`config.mk`:
```
export PLATFORM = sky130hd
export DESIGN_NAME = rbmc_top
export DESIGN_NICKNAME = d
export VERILOG_FILES = /design/src/core/rbmc_pkg.sv /design/src/core/rbmc_top.sv
export VERILOG_INCLUDE_DIRS = /design/src /design/src/core
export SDC_FILE = /design/constraint.sdc
export NUM_CORES = 1
export LEC_CHECK = 0
export BUFFER_PORTS_ARGS = -buffer_cell sky130_fd_sc_hd__buf_4
export CORE_MARGIN = 2
export CORE_UTILIZATION = 45
export DETAILED_ROUTE_END_ITERATION = 6
export PLACE_DENSITY_LB_ADDON = 0.1
export SETUP_SLACK_MARGIN = 0.02
export SLEW_MARGIN = 20
export SYNTH_ARGS = -nofsm -noshare
export SYNTH_HDL_FRONTEND = slang
export SYNTH_SLANG_ARGS = --single-unit
```
`constraint.sdc`:
```
create_clock -name clk -period 4.83 [get_ports clk]
set_input_delay 0.483 -clock clk [delete_from_list [all_inputs] [get_ports clk]]
set_output_delay 0.483 -clock clk [all_outputs]
set_load 0.005 [all_outputs]
```
`src/core/rbmc_map.svh`:
```
// Register offsets, field positions and reset values of the comparator block
`ifndef RBMC_MAP_SVH
`define RBMC_MAP_SVH

`define RBMC_ADDR_W 12
`define RBMC_CTRL_ADDR 12'h000
`define RBMC_STAT_ADDR 12'h004

`define RBMC_CTRL_W 4
`define RBMC_CTRL_RST 4'h4
`define RBMC_CTRL_SEL_LO 0
`define RBMC_CTRL_SEL_HI 1
`define RBMC_CTRL_GATE_N 2
`define RBMC_CTRL_FMT 3

`define RBMC_STAT_WORD_LSB 0
`define RBMC_STAT_EQ 8
`define RBMC_STAT_GT 9
`define RBMC_STAT_LT 10
`define RBMC_STAT_PRIO 11

`define RBMC_WORD_W 8
`define RBMC_WORD_RST 8'h00

`endif

```
`src/core/rbmc_pkg.sv`:
```
// Types shared by the comparator block
package rbmc_pkg;

   // Operating modes, coded {op_select_lo, op_select_hi}, Gray along the usual path
   typedef enum logic [1:0] {
      RBMC_HOLD  = 2'b00,
      RBMC_READ  = 2'b01,
      RBMC_LOAD  = 2'b11,
      RBMC_SHIFT = 2'b10
   } rbmc_mode_t;

endpackage : rbmc_pkg

```
`src/core/rbmc_top.sv`:
```
// Register bus magnitude comparator: shift register, bus comparator and APB control
//
// Register access over APB and the register offsets were left to the implementer.
`timescale 1ns/1ps
`default_nettype none
`include "rbmc_map.svh"

module rbmc_top (
   input wire logic clk,
   input wire logic rst_b,
   input wire logic psel,
   input wire logic penable,
   input wire logic pwrite,
   input wire logic [`RBMC_ADDR_W-1:0] paddr,
   input wire logic [31:0] pwdata,
   output logic [31:0] prdata,
   output logic pready,
   output logic pslverr,
   input wire logic clock_pulse,
   input wire logic [`RBMC_WORD_W-1:0] data_bus_in,
   output logic [`RBMC_WORD_W-1:0] data_bus_out,
   output logic data_bus_oe,
   input wire logic prio_serial_in,
   output logic prio_serial_out,
   output logic reg_above_bus_flag_out,
   output logic reg_above_bus_flag_oe,
   output logic reg_below_bus_flag_out,
   output logic reg_below_bus_flag_oe,
   output logic reg_matches_bus_flag_out,
   output logic reg_matches_bus_flag_oe
);

   //--------------------------------------------------------------
   // Declarations
   //--------------------------------------------------------------
   logic [`RBMC_CTRL_W-1:0] ctrl_ff;
   logic [`RBMC_WORD_W-1:0] word_ff;
   logic [`RBMC_WORD_W-1:0] bus_s1_ff;
   logic [`RBMC_WORD_W-1:0] bus_s2_ff;
   logic prio_s1_ff;
   logic prio_s2_ff;
   logic cp_s1_ff;
   logic cp_s2_ff;
   logic cp_s3_ff;
   logic cp_rise;
   rbmc_pkg::rbmc_mode_t mode;
   logic status_gate_n;
   logic num_format;
   logic reg_above;
   logic reg_below;
   logic reg_equal;
   logic above_oe_ff;
   logic below_oe_ff;
   logic equal_oe_ff;
   logic prio_out_ff;
   logic [31:0] prdata_ff;
   logic [31:0] nxt_prdata;
   logic apb_setup;
   logic apb_access;
   logic addr_hit;

   //--------------------------------------------------------------
   // Pin synchronisers
   //--------------------------------------------------------------
   always_ff @(posedge clk or negedge rst_b)
   begin
      if (!rst_b)
      begin
         bus_s1_ff <= `RBMC_WORD_RST;
         bus_s2_ff <= `RBMC_WORD_RST;
         prio_s1_ff <= 1'b0;
         prio_s2_ff <= 1'b0;
         cp_s1_ff <= 1'b0;
         cp_s2_ff <= 1'b0;
         cp_s3_ff <= 1'b0;
      end
      else
      begin
         bus_s1_ff <= data_bus_in;
         bus_s2_ff <= bus_s1_ff;
         prio_s1_ff <= prio_serial_in;
         prio_s2_ff <= prio_s1_ff;
         cp_s1_ff <= clock_pulse;
         cp_s2_ff <= cp_s1_ff;
         cp_s3_ff <= cp_s2_ff;
      end
   end

   assign cp_rise = cp_s2_ff & ~cp_s3_ff;

   //--------------------------------------------------------------
   // APB slave
   //--------------------------------------------------------------
   assign apb_setup = psel & ~penable;
   assign apb_access = psel & penable;
   assign addr_hit = (paddr == `RBMC_CTRL_ADDR) || (paddr == `RBMC_STAT_ADDR);
   assign pready = 1'b1;
   assign pslverr = apb_access & ~addr_hit;
   assign prdata = prdata_ff;

   always_ff @(posedge clk or negedge rst_b)
   begin
      if (!rst_b)
      begin
         ctrl_ff <= `RBMC_CTRL_RST;
      end
      else if (apb_access && pwrite && (paddr == `RBMC_CTRL_ADDR))
      begin
         ctrl_ff <= pwdata[`RBMC_CTRL_W-1:0];
      end
   end

   always_comb
   begin
      nxt_prdata = 32'h0000_0000;
      if (paddr == `RBMC_CTRL_ADDR)
      begin
         nxt_prdata[`RBMC_CTRL_W-1:0] = ctrl_ff;
      end
      else if (paddr == `RBMC_STAT_ADDR)
      begin
         nxt_prdata[`RBMC_STAT_WORD_LSB +: `RBMC_WORD_W] = word_ff;
         nxt_prdata[`RBMC_STAT_EQ] = reg_equal;
         nxt_prdata[`RBMC_STAT_GT] = reg_above;
         nxt_prdata[`RBMC_STAT_LT] = reg_below;
         nxt_prdata[`RBMC_STAT_PRIO] = prio_out_ff;
      end
   end

   // Read data is captured in the setup cycle so it stands in the access cycle
   always_ff @(posedge clk or negedge rst_b)
   begin
      if (!rst_b)
      begin
         prdata_ff <= 32'h0000_0000;
      end
      else if (apb_setup && !pwrite)
      begin
         prdata_ff <= nxt_prdata;
      end
   end

   //--------------------------------------------------------------
   // Mode decode
   //--------------------------------------------------------------
   // both high is load
   assign mode = rbmc_pkg::rbmc_mode_t'({ctrl_ff[`RBMC_CTRL_SEL_LO], ctrl_ff[`RBMC_CTRL_SEL_HI]});
   assign status_gate_n = ctrl_ff[`RBMC_CTRL_GATE_N];
   assign num_format = ctrl_ff[`RBMC_CTRL_FMT];

   //--------------------------------------------------------------
   // Shift register
   //--------------------------------------------------------------
   // eight-bit shift register
   always_ff @(posedge clk or negedge rst_b)
   begin
      if (!rst_b)
      begin
         word_ff <= `RBMC_WORD_RST;
      end
      else if (cp_rise)
      begin
         case (mode)
            rbmc_pkg::RBMC_HOLD: word_ff <= word_ff;
            rbmc_pkg::RBMC_READ: word_ff <= word_ff;
            rbmc_pkg::RBMC_SHIFT: word_ff <= {word_ff[`RBMC_WORD_W-2:0], prio_s2_ff};
            rbmc_pkg::RBMC_LOAD: word_ff <= bus_s2_ff;
            default: word_ff <= word_ff;
         endcase
      end
   end

   //--------------------------------------------------------------
   // Bus drivers
   //--------------------------------------------------------------
   // drive word out
   assign data_bus_out = word_ff;
   assign data_bus_oe = (mode == rbmc_pkg::RBMC_READ);

   //--------------------------------------------------------------
   // Comparator
   //--------------------------------------------------------------
   // unsigned or signed compare
   always_comb
   begin
      reg_equal = (word_ff == bus_s2_ff);
      if (num_format)
      begin
         reg_above = $signed(word_ff) > $signed(bus_s2_ff);
         reg_below = $signed(word_ff) < $signed(bus_s2_ff);
      end
      else
      begin
         reg_above = word_ff > bus_s2_ff;
         reg_below = word_ff < bus_s2_ff;
      end
   end

   //--------------------------------------------------------------
   // Status outputs
   //--------------------------------------------------------------
   // Enable high means the pin is pulled low; released means enable low
   always_ff @(posedge clk or negedge rst_b)
   begin
      if (!rst_b)
      begin
         above_oe_ff <= 1'b0;
         below_oe_ff <= 1'b0;
         equal_oe_ff <= 1'b0;
      end
      else if (status_gate_n)
      begin
         above_oe_ff <= 1'b0;
         below_oe_ff <= 1'b0;
         equal_oe_ff <= 1'b0;
      end
      else
      begin
         equal_oe_ff <= ~reg_equal;
         above_oe_ff <= prio_s2_ff & ~reg_above;
         below_oe_ff <= prio_s2_ff & ~reg_below;
      end
   end

   assign reg_above_bus_flag_out = 1'b0;
   assign reg_below_bus_flag_out = 1'b0;
   assign reg_matches_bus_flag_out = 1'b0;
   assign reg_above_bus_flag_oe = above_oe_ff;
   assign reg_below_bus_flag_oe = below_oe_ff;
   assign reg_matches_bus_flag_oe = equal_oe_ff;

   //--------------------------------------------------------------
   // Priority and serial output
   //--------------------------------------------------------------
   always_ff @(posedge clk or negedge rst_b)
   begin
      if (!rst_b)
      begin
         prio_out_ff <= 1'b0;
      end
      else if (mode == rbmc_pkg::RBMC_SHIFT)
      begin
         prio_out_ff <= word_ff[`RBMC_WORD_W-1];
      end
      else
      begin
         prio_out_ff <= reg_equal;
      end
   end

   assign prio_serial_out = prio_out_ff;
endmodule : rbmc_top

`default_nettype wire

```
* Yosys cells after proc, flatten, opt, wreduce, memory -nomap -nowiden
Cells that the tools add are included.
** Word-level totals
- Register bits after elaboration :: 49
- Bits of input ports :: 59
- Output and inout bits :: 50
- Word-level logic and storage cells :: 55
** Operators by class
- Order comparisons :: 4
- Eq/ne operators :: 5
- Multiplexer cells :: 10
- Bitwise operators :: 13
- Reduce and logical (&&, ||, !) cells :: 9
** Operator list (count)
- $gt 8x8->1 :: 2
- $lt 8x8->1 :: 2
- $pmux 8 s2 :: 1
- $eq 12x3->1 const B :: 1
- $logic_not 12->1 :: 1
- $mux 12 :: 1
- $eq 8x8->1 :: 1
- $mux 8 :: 1
- $not 1->1 :: 7
- $and 1x1->1 :: 6
- $mux 1 :: 6
- $eq 2x2->1 const B :: 2
- $mux 4 :: 1
- $logic_and 1x1->1 :: 3
- $eq 2x1->1 const B :: 1
- $logic_not 2->1 :: 1
- $reduce_and 2->1 :: 1
- $reduce_or 2->1 :: 1
- $logic_not 1->1 :: 1
- $logic_or 1x1->1 :: 1

* Longest topological paths before layout
Gate-level depths: netlist (run 1).
- Depth in word-level cells :: 5
- Mapped depth :: 7
- Depth with buffers taken out :: 7

* Worst setup path after synthesis (run 1)
OpenSTA, ideal clock, no wires.
- Kind :: input -> register
- From :: in paddr[1]
- To :: reg ctrl_ff[0]
- Setup time :: 0.125 ns
- Arrival :: 1.778 ns
- Path slack :: 2.927 ns
- Cell stages on the path :: 5
- Buffers on the path :: 1
- Cells stage by stage :: nor4_2 > nand3_1 > or4_4 > buf_6 > mux2_4
** On the way
- Cells in the longest elaborated chain, start to end :: 2
** Ends and longest elaborated chain
- start: declaration :: line rbmc_top.sv:14 : input wire logic [`RBMC_ADDR_W-1:0] paddr,
- $logic_not 12->1 (no line)
- $logic_and 1x1->1 :: line rbmc_top.sv:107 : else if (apb_access && pwrite && (paddr == `RBMC_CTRL_ADDR))
- end signal: assignment :: line rbmc_top.sv:105 : ctrl_ff <= `RBMC_CTRL_RST;
- end signal: assignment :: line rbmc_top.sv:109 : ctrl_ff <= pwdata[`RBMC_CTRL_W-1:0];
- end: declaration :: line rbmc_top.sv:36 : logic [`RBMC_CTRL_W-1:0] ctrl_ff;
Every way passes these cells.
A chain may end at the register's enable or synchronous reset.

* Final worst setup path (run 1)
- From :: in penable
- To :: reg prdata_ff[9] (netlist: prdata[9])
** On the way
- Cells in the longest elaborated chain, start to end :: 3
** Ends and longest elaborated chain
- start: declaration :: line rbmc_top.sv:12 : input wire logic penable,
- $not 1->1 :: line rbmc_top.sv:94 : assign apb_setup = psel & ~penable;
- $and 1x1->1 :: line rbmc_top.sv:94
- $logic_and 1x1->1 :: line rbmc_top.sv:137 : else if (apb_setup && !pwrite)
- end signal: assignment :: line rbmc_top.sv:139 : prdata_ff <= nxt_prdata;
- end: declaration :: line rbmc_top.sv:56 : logic [31:0] prdata_ff;
Every way passes these cells.

==> key figures, run 1 <==
Clocking
  – Post_cts resized: 0
  – Clk Latency, worst-skew pair: 290 ps
  – Clock transition at the registers of the reported paths: 80 ps
  – Hold Buf Count CTS: 0
  – Post-CTS setup buffers: 0
  – CTS tree: built
  – H-tree Lvls: 2
  – Max Root-Sink Buffers: 2
  – Root buffer cell: clkbuf_8
  – CTS Buf Count: 5
  – CTS Sinks: just under 50

Layout
  – Non-Filler Instances: 293
  – Ant diodes: 0
  – Synthesis-to-finish area growth: 20.91%
  – Fin nets: 305
  – Share of cells above drive strength 1: 30.54%
  – Area of the multi-input gates: 758.2 sq um
  – Fillers: 432
  – Reg area: 1227 sq um

Worst setup path
  – Crit path required time: 5060 ps
  – Critical Path Max Stage Delay: 440 ps
  – Crit end category: flop
  – CP Launch Point: penable
  – CP cell instances: buf_4, nor2_1, nand2_1, or2_2, nor2_1, a32o_1
  – CP bufs+invs: 1
  – Worst EP arrival: 2040 ps
  – Slowest cell on crit path: or2_2
  – Reg-to-Reg Start: data_bus_out[7]
  – Crit path kind: input pin to flop
  – Worst setup SP type: input pin
  – Maximum fanout along the worst path: 13
  – Worst path most repeated cell: nor2_1
  – Delay-heaviest family, CP: simple AND/OR/NAND/NOR gates

Floorplanning
  – Die width: 73.10 microns
  – Site row count: 25
  – Starting Density: 46.09%
  – # IOs: 109
  – Die area: between 5000 and 6000 sq um
  – DIE HEIGHT: 73.10 microns
  – Core Region: about 4700 sq um

Logic synthesis
  – Synth cell count leaders: dfrtp_1 (48), buf_4 (24), nand2_1 (17)
  – Syn avg cell area: 11.87 sq um
  – YS warnings: 0
  – Async set or reset register ratio after synthesis: 100.0%
  – Mapped Cells: around 180
  – Post-synth EDFFs: 0
  – Ys flop type: dfrtp_1
  – Top cell type's share of synthesized area: between 50 and 60%
  – Seq/Total Area, Yosys: roughly 57%
  – Seq cells post-synth: 49
  – Post-Syn Area: 2148 sq um
  – Count leader, synth: dfrtp_1
  – Leading area contributor after synthesis: dfrtp_1
  – Number of unique standard cell types used by synthesis: 32
  – Synth top area cells: dfrtp_1 (56%), buf_4 (8.4%), mux2i_1 (5.6%), ha_1 (4.7%), o21ai_0 (3.0%)

STA
  – Setup tns final: 0 ps
  – Worst hold slack: slightly below 200 ps
  – RSZ-0062 raised after global routing: no
  – Fin crit period: 1811 ps
  – Final Hold Viols: 0
  – Final setup fails: 0
  – Slew HR: between 60% and 70%
  – Slew of the pin with the lowest slew margin: roughly 590 ps
  – Max Freq: between 500 and 600 MHz
  – Crit share post-route: a little under two fifths
  – Pins Over Slew Limit: 0
  – Setup Skew: 4.847 ps

Route
  – DRC Markers: 0
  – Starting DRT DRC Count: a little over 50
  – Detail Route Antenna Nets: 0
  – Wire per inst: 12.43 microns
  – Via count: 1367
  – DRT Pass-1 Iters: 4
  – Vias per cell: 4.666
  – WL final: roughly 3600 microns

Place
  – Routability cong.: 0.7593
  – PortBufs: 56
  – Placed cells: 285
  – Post-DP HPWL: 2749 microns

Flow run
  – Max Cap Viol: 0

Power
  – Max VDD drop: 0.2023 mV
  – Pwr dens: between 200 and 300 nW/um^2
  – Static leakage: approximately 1.4 nW

Global routing
  – Largest net degree at the start of global routing: 50
  – Tot GR Track Use: 14.50%
  – First-pass GRT wire length: 5947 microns
  – Initial antenna violation count: 0
  – Number of global-route vias before repair: roughly 1300
  – Gr ovfl total: 0

Worst hold path
  – Hold WC Path Type: input pin to async pin

Outcome
  – Status: finished clean
## path summary, 6_finish.rpt
check / endpoint / slack, ps / cells after the start
worst min register to register: prio_s2_ff / 350 / 0
min in group clk: cp_s1_ff / 290 / 1
worst min-delay path: ctrl_ff[0] / 190 / 1
worst max-delay path: prdata[9] / 3020 / 6
worst max register to register: prdata[9] / 3080 / 6
max in group asynchronous: data_bus_out[6] / 4240 / 1
## layer usage
| layer | track usage (%) | share of wire, % |
|---|---|---|
| met5 | 0 | 0 |
| met4 | 3.704 | 0.30 |
| met3 | 4.696 | 5.1 |
| met2 | 23.52 | 48 |
| met1 | 18.79 | 47 |
## metrics by stage
step | utilization (%) | power (mW) | instance area (sq um) | setup slack, ps
finish | 55.73 | 0.6937 | 2597 | 3019
global route | 55.73 | 0.7251 | 2597 | 2798
CTS | 55.73 | 0.7030 | 2597 | 2984
detailed placement | 53.96 | 0.4762 | 2515 | 2675
global placement | 53.96 | 0.4754 | 2515 | 2669
floorplan | - | 0.4590 | 2231 | 2927
## state kept, by name, summed over array words and instances (netlist names)
name and flops:
prio_serial_out 1, prdata 12, bus_s1_ff 8, ctrl_ff 4, cp_s1_ff 1, cp_s2_ff 1
prio_s1_ff 1, prio_s2_ff 1, data_bus_out 8, cp_s3_ff 1, reg_matches_bus_flag_oe 1, reg_above_bus_flag_oe 1
bus_s2_ff 8, reg_below_bus_flag_oe 1
## worst register-to-register path: stages, from the launching register on
cell	delay [ps]
dfrtp_1	430
ha_1	350
nor2b_1	70
a211oi_1	190
o21ai_0	160
a21o_1	200
a32o_1	240
## placed cells by master, fill, tap and decap left out, types with 2 or more instances in the layout
master and n:
buf_4 56, dfrtp_1 48, conb_1 24, nand2_1 17, o21ai_0 13, mux2i_1 12
inv_1 11, ha_1 8, a22o_1 7, nor2_1 5, a21oi_1 5, clkbuf_8 5
mux2_4 4, nor2b_1 3, nor4_2 2, nand4_1 2, nand2b_1 2, clkinv_2 2
## cell type report
| cell class | count | share of cell area (%) |
|---|---|---|
| inverters | 11 | 1.590 |
| clock inverters | 2 | 0.3854 |
| well taps | 54 | 2.601 |
| repair buffers | 56 | 16.18 |
| multi-input cells | 115 | 29.19 |
| flip-flops and latches | 49 | 47.25 |
| clock buffers | 6 | 2.794 |
## where the power goes
| part | switching [mW] | internal [mW] | leakage, nW |
|---|---|---|---|
| combinational | 0.0231 | 0.0213 | 0.722 |
| sequential | 0.00359 | 0.419 | 0.625 |
| clock | 0.126 | 0.100 | 0.0450 |
| total | 0.153 | 0.541 | 1.39 |
## logic make-up (layout without fill, tap and decap cells)
family	count (synthesis)	in the layout	share of synthesized area (%)
mux	17	17	8.911
other cells	2	24	0.3496
compound gates	30	30	8.853
flops	49	49	57.13
simple gates	36	36	8.678
fa+ha+maj	8	8	4.659
buf+inv	39	75	11.41
Power figures use the tool's default switching activity.
==> run 2: changes to the inputs <==
==> constraint.sdc (replaced) <==
create_clock -name clk -period 1.8 [get_ports clk]
set_input_delay 0.18 -clock clk [delete_from_list [all_inputs] [get_ports clk]]
set_output_delay 0.18 -clock clk [all_outputs]
set_load 0.005 [all_outputs]
==> key figures, run 2 (synthesized netlist as in run 1, its figures left out) <==
Route
  – WL final: approximately 3800 microns
  – DRT Pass-1 Iters: 4
  – Vias per cell: 4.748
  – Wire per inst: about 12 microns
  – Detail Route Antenna Nets: 0
  – DRC Markers: 0
  – Starting DRT DRC Count: 40
  – Via count: ~1500

STA
  – Slew of the pin with the lowest slew margin: 596.0 ps
  – Final Hold Viols: 0
  – Final setup fails: 0
  – Setup Skew: roughly 4 ps
  – Pins Over Slew Limit: 0
  – Max Freq: 579.5 MHz
  – Fin crit period: 1726 ps
  – Slew HR: 60.27%
  – Crit share post-route: 95.87%

Global routing
  – Gr ovfl total: 0
  – First-pass GRT wire length: 6430 microns
  – Largest net degree at the start of global routing: 50
  – Initial antenna violation count: 0
  – Number of global-route vias before repair: 1399
  – Tot GR Track Use: 15.96%

Power
  – Max VDD drop: 0.6004 mV
  – Overall Power: 2.061 mW
  – Static leakage: 1.478 nW
  – Pwr dens: 740.3 nW/um^2

Layout
  – Most common cell after layout, fill and taps aside: buf_4
  – Commonest non-fill, non-tap cells in the layout: buf_4 (61), dfrtp_1 (48), conb_1 (24), nand2_1 (17)
  – Ant diodes: 0
  – Non-Filler Instances: around 300
  – Largest register FFs: 12
  – Share of cells above drive strength 1: 30.98%
  – Synthesis-to-finish area growth: 29.59%
  – Fin nets: 321

Clocking
  – CTS Sinks: just under 50
  – Max Root-Sink Buffers: 2
  – H-tree Lvls: 2
  – CTS Buf Count: 5
  – Clk Latency, worst-skew pair: 290 ps
  – Clock transition at the registers of the reported paths: around 80 ps
  – Root buffer cell: clkbuf_8
  – CTS tree: built

Floorplanning
  – Starting Density: about 46%
  – # IOs: 109
  – Die width: roughly 73 microns
  – Core Region: 4661 sq um
  – Die area: ~5300 sq um
  – Site row count: 25
  – DIE HEIGHT: 73.10 microns

Outcome
  – Status: finished clean

Worst hold path
  – Hold WC Path Type: input pin to flop
  – Cells on Worst Hold Path: 2
  – Worst Hold Launch: pwdata[3]
  – WHS Endpoint: ctrl_ff[3]

Worst setup path
  – Flop2flop setup slack: approximately 74 ps
  – Reg-to-Reg Start: bus_s2_ff[7]
  – Maximum fanout along the worst path: 4
  – Worst EP arrival: 1910 ps
  – Crit path required time: 1990 ps
  – Worst setup SP type: flop
  – Reg2reg end: prdata[9]
  – R2R cell count: 7
  – Crit end category: flop
  – Crit path kind: flop to flop

Place
  – Placed cells: 290
  – PortBufs: 56
  – Post-DP HPWL: roughly 2800 microns
  – Routability cong.: 0.7680

Flow run
  – Max Cap Viol: 0
run 2: changes by cell type in the layout (fill, tap and decap cells not counted):
cell	previous run	this run
o21ai_1	0	1
clkinv_2	2	0
a211oi_1	1	0
dlygate4sd3_1	0	11
clkbuf_8	5	6
a211oi_2	0	1
buf_4	56	61
o21ai_0	13	12
bufinv_16	0	1
run 2: final cells by class:
type | instances | area [sq um]
clock buffers | 7 | 86.33
clock inverters | 1 | 30.03
fillers | 403 | 1877
inverters | 11 | 41.29
multi-input cells | 115 | 763.2
flip-flops and latches | 49 | 1227
well taps | 54 | 67.56
repair buffers | 72 | 568.0
run 2: per-layer routing:
| metal | global-route usage [%] | part of all wire, % | routed length, microns |
|---|---|---|---|
| met1 | 19.42 | 45 | 1733 |
| met2 | 27.63 | 50 | 1904 |
| met3 | 4.144 | 4.4 | 168 |
| met4 | 4.938 | 1.0 | 39 |
| met5 | 0 | 0 | 0 |
run 2: timing repair:
item / CTS / global route
hold buffers: 11 / 0
resized for setup: 0 / 2
endpoints found under the hold margin: 58 / 0
endpoints found under the setup margin: 0 / 1
setup buffers: 0 / 0
run 2: critical path: stages (launching register included):
cell,delay (ps)
dfrtp_1,370
inv_1,50
ha_1,360
nor2b_1,100
a211oi_2,210
o21ai_1,120
a21o_1,180
a32o_1,240
run 2: worst max-delay path by stage:
| stage | slack [ps] | to | startpoint |
|---|---|---|---|
| 2_1_floorplan | 180 | prdata[9] | data_bus_out[7] |
| 3_3_place_gp | 60 | ctrl_ff[1] | paddr[5] |
| 3_5_place_dp | 60 | ctrl_ff[0] | paddr[5] |
| 4_1_cts | 110 | prdata[9] | bus_s2_ff[7] |
| 5_1_grt | -30 | prdata[9] | bus_s2_ff[7] |
| 6_report | 70 | prdata[9] | bus_s2_ff[7] |
run 2: power by group:
part / internal, mW / switching, mW
combinational: 0.0740 / 0.0658
sequential: 1.13 / 0.00994
clock: 0.453 / 0.334
run 2: stage by stage:
step	TNS, ps	worst slack [ps]	cell area, sq um	utilization, %	hold WS, ps
after floorplan	0	179.6	2231	-	-115.6
after global placement	0	60.76	2552	54.77	228.6
after detailed placement	0	58.27	2552	54.77	233.3
after CTS	0	111.9	2779	59.62	99.90
after global routing	-32.83	-32.83	2784	59.73	101.1
final	0	74.29	2784	59.73	111.0
==> run 3: changes to the inputs <==
--- a/config.mk
+++ b/config.mk
@@ -10,6 +10,7 @@
 export CORE_MARGIN = 2
 export CORE_UTILIZATION = 45
 export DETAILED_ROUTE_END_ITERATION = 6
+export GPL_TIMING_DRIVEN = 0
 export PLACE_DENSITY_LB_ADDON = 0.1
 export SETUP_SLACK_MARGIN = 0.02
 export SLEW_MARGIN = 20
==> key figures, run 3 (synthesized netlist as in run 1, its figures left out) <==
Route
  – Detail Route Antenna Nets: 0
  – DRT Pass-1 Iters: 4
  – Via count: 1545
  – Wire per inst: 12.11 microns
  – WL final: 4031 microns
  – Starting DRT DRC Count: 75
  – DRC Markers: 0
  – Vias per cell: 4.640

Worst setup path
  – Crit path kind: flop to flop
  – Worst setup SP type: flop
  – Crit end category: flop
  – Worst EP arrival: 1900 ps
  – Slowest cell on crit path: dfrtp_2
  – CP cell instances: ha_4, nor2b_1, a211oi_1, o21ai_0, a21o_1, a32o_1
  – Crit path required time: about 2000 ps
  – Critical Path Max Stage Delay: 460 ps
  – Maximum fanout along the worst path: 5

Layout
  – Share of cells above drive strength 1: 37.63%
  – Largest register FFs: 12
  – Final core utilization: 63.44%
  – Fin nets: approximately 350
  – Synthesis-to-finish area growth: 37.62%
  – Commonest non-fill, non-tap cells in the layout: buf_4 (81), dfrtp_1 (47), conb_1 (24), nand2_1 (17), o21ai_0 (13)
  – Ant diodes: 0
  – Most common cell after layout, fill and taps aside: buf_4

Place
  – Post-DP HPWL: 3000 microns
  – Worst slack at placement: -49.94 ps
  – PortBufs: 55
  – Routability cong.: roughly 0.8

Global routing
  – Gr ovfl total: 0
  – Largest net degree at the start of global routing: 50
  – Initial antenna violation count: 0
  – Number of global-route vias before repair: 1465
  – First-pass GRT wire length: 6741 microns
  – Tot GR Track Use: 16.49%

Clocking
  – CTS Buf Count: 5
  – Clock transition at the registers of the reported paths: ~90 ps
  – Clk Latency, worst-skew pair: ~300 ps
  – Root buffer cell: clkbuf_8
  – Max Root-Sink Buffers: 2
  – CTS tree: built
  – CTS Sinks: 49
  – H-tree Lvls: 2

Floorplanning
  – DIE HEIGHT: 73.10 microns
  – Die width: 73.10 microns
  – Starting Density: 46.09%
  – Site row count: 25
  – Core Region: roughly 4700 sq um
  – # IOs: 109
  – Die area: 5343 sq um

STA
  – Setup Skew: approximately 5.3 ps
  – Slew of the pin with the lowest slew margin: 596.9 ps
  – Crit share post-route: 94.55%
  – Final WS setup: slightly below 100 ps
  – Final setup fails: 0
  – RSZ-0062 raised after global routing: no
  – Worst hold slack: 106.3 ps
  – Max Freq: 587.6 MHz
  – Setup tns final: 0 ps
  – Final Hold Viols: 0
  – Pins Over Slew Limit: 0
  – Fin crit period: around 1700 ps
  – Slew HR: about three fifths

Power
  – Max VDD drop: approximately 0.54 mV
  – Psw: around 0.45 mW
  – Reg power frac: 57.8%
  – P_int: ~1.5 mW
  – Clock Power Share: 32.9%
  – Overall Power: 1.962 mW
  – Sw Ratio: between 20 and 25%
  – Pwr dens: 663.4 nW/um^2
  – Static leakage: ~1.6 nW
  – Gate power share: under 10%

Worst hold path
  – Hold WC Path Type: input pin to flop

Outcome
  – Status: finished clean

Flow run
  – Max Cap Viol: 0
==> run 3: changes by cell type in the layout (fill, tap and decap cells not counted), sizes merged <==
| cell | delta |
|---|---|
| buf | +23 |
| bufinv | -1 |
| inv | +1 |
| clkbuf | -1 |
| clkinv | +1 |
| clkinvlp | +1 |
==> run 3: power by group through the flow <==
| stage | Sequential [mW] | Clock, mW | Combinational, mW |
|---|---|---|---|
| 2_1_floorplan | 1.15 | 0 | 0.0774 |
| 3_3_place_gp | 1.16 | 0 | 0.157 |
| 3_5_place_dp | 1.16 | 0 | 0.159 |
| 4_1_cts | 1.14 | 0.668 | 0.178 |
| 5_1_grt | 1.14 | 0.713 | 0.204 |
| 6_report | 1.13 | 0.646 | 0.181 |
==> run 3: metrics by stage <==
stage / cells / cell area, sq um
after CTS: 331 / 2912
after global routing: 333 / 2957
after floorplan: 203 / 2231
final: 333 / 2957
after global placement: 312 / 2711
after detailed placement: 312 / 2711
==> run 3: path summary, 6_finish.rpt <==
check / start / to / slack [ps] / depth (start not counted)
min: pwdata[2] / ctrl_ff[2] / 110 / 2
max reg2reg: data_bus_out[7] / prdata[9] / 100 / 6
max: data_bus_out[7] / prdata[9] / 100 / 6
min in group asynchronous: rst_b / prdata[2] / 420 / 2
max in group asynchronous: rst_b / data_bus_out[7] / 950 / 2
min reg2reg: prio_s1_ff / prio_s2_ff / 350 / 0
==> run 3: area by class of cell <==
cell class                      count  area (sq um)
Buffer                             28         203.9
Clock buffer                        5         68.82
Clock inverter                      3         21.27
Fill cell                         407          1704
Inverter                           11         41.29
Multi-Input combinational cell    115         787.0
Sequential cell                    49          1229
Tap cell                           54         67.56
Timing Repair Buffer               68         538.0
==> run 3: critical path: cells and delay by family (launching register included) <==
kind	cells	cell delay, ps
flip-flops	1	460
AO/OA/AOI/OAI	4	790
adder cells (fa/ha/maj)	1	290
AND/OR/NAND/NOR	1	50
==> run 3: metal layers <==
layer  GRT usage [%]  part of all wire, %  up-vias  wire length (microns)
met5               0                    0        -                      0
met4           4.321                 0.84        0                     34
met3           4.558                  6.2        4                    248
met2           27.83                   51       49                   2059
met1           20.89                   42      736                   1689
li1                -                    -      756                      -
==> run 3: repair_timing <==
action | 4_1_cts | 5_1_grt
resized for setup | 0 | 4
setup endpoints to repair | 0 | 2
hold endpoints to repair | 58 | 0
setup buffers | 0 | 2
hold buffers | 11 | 0
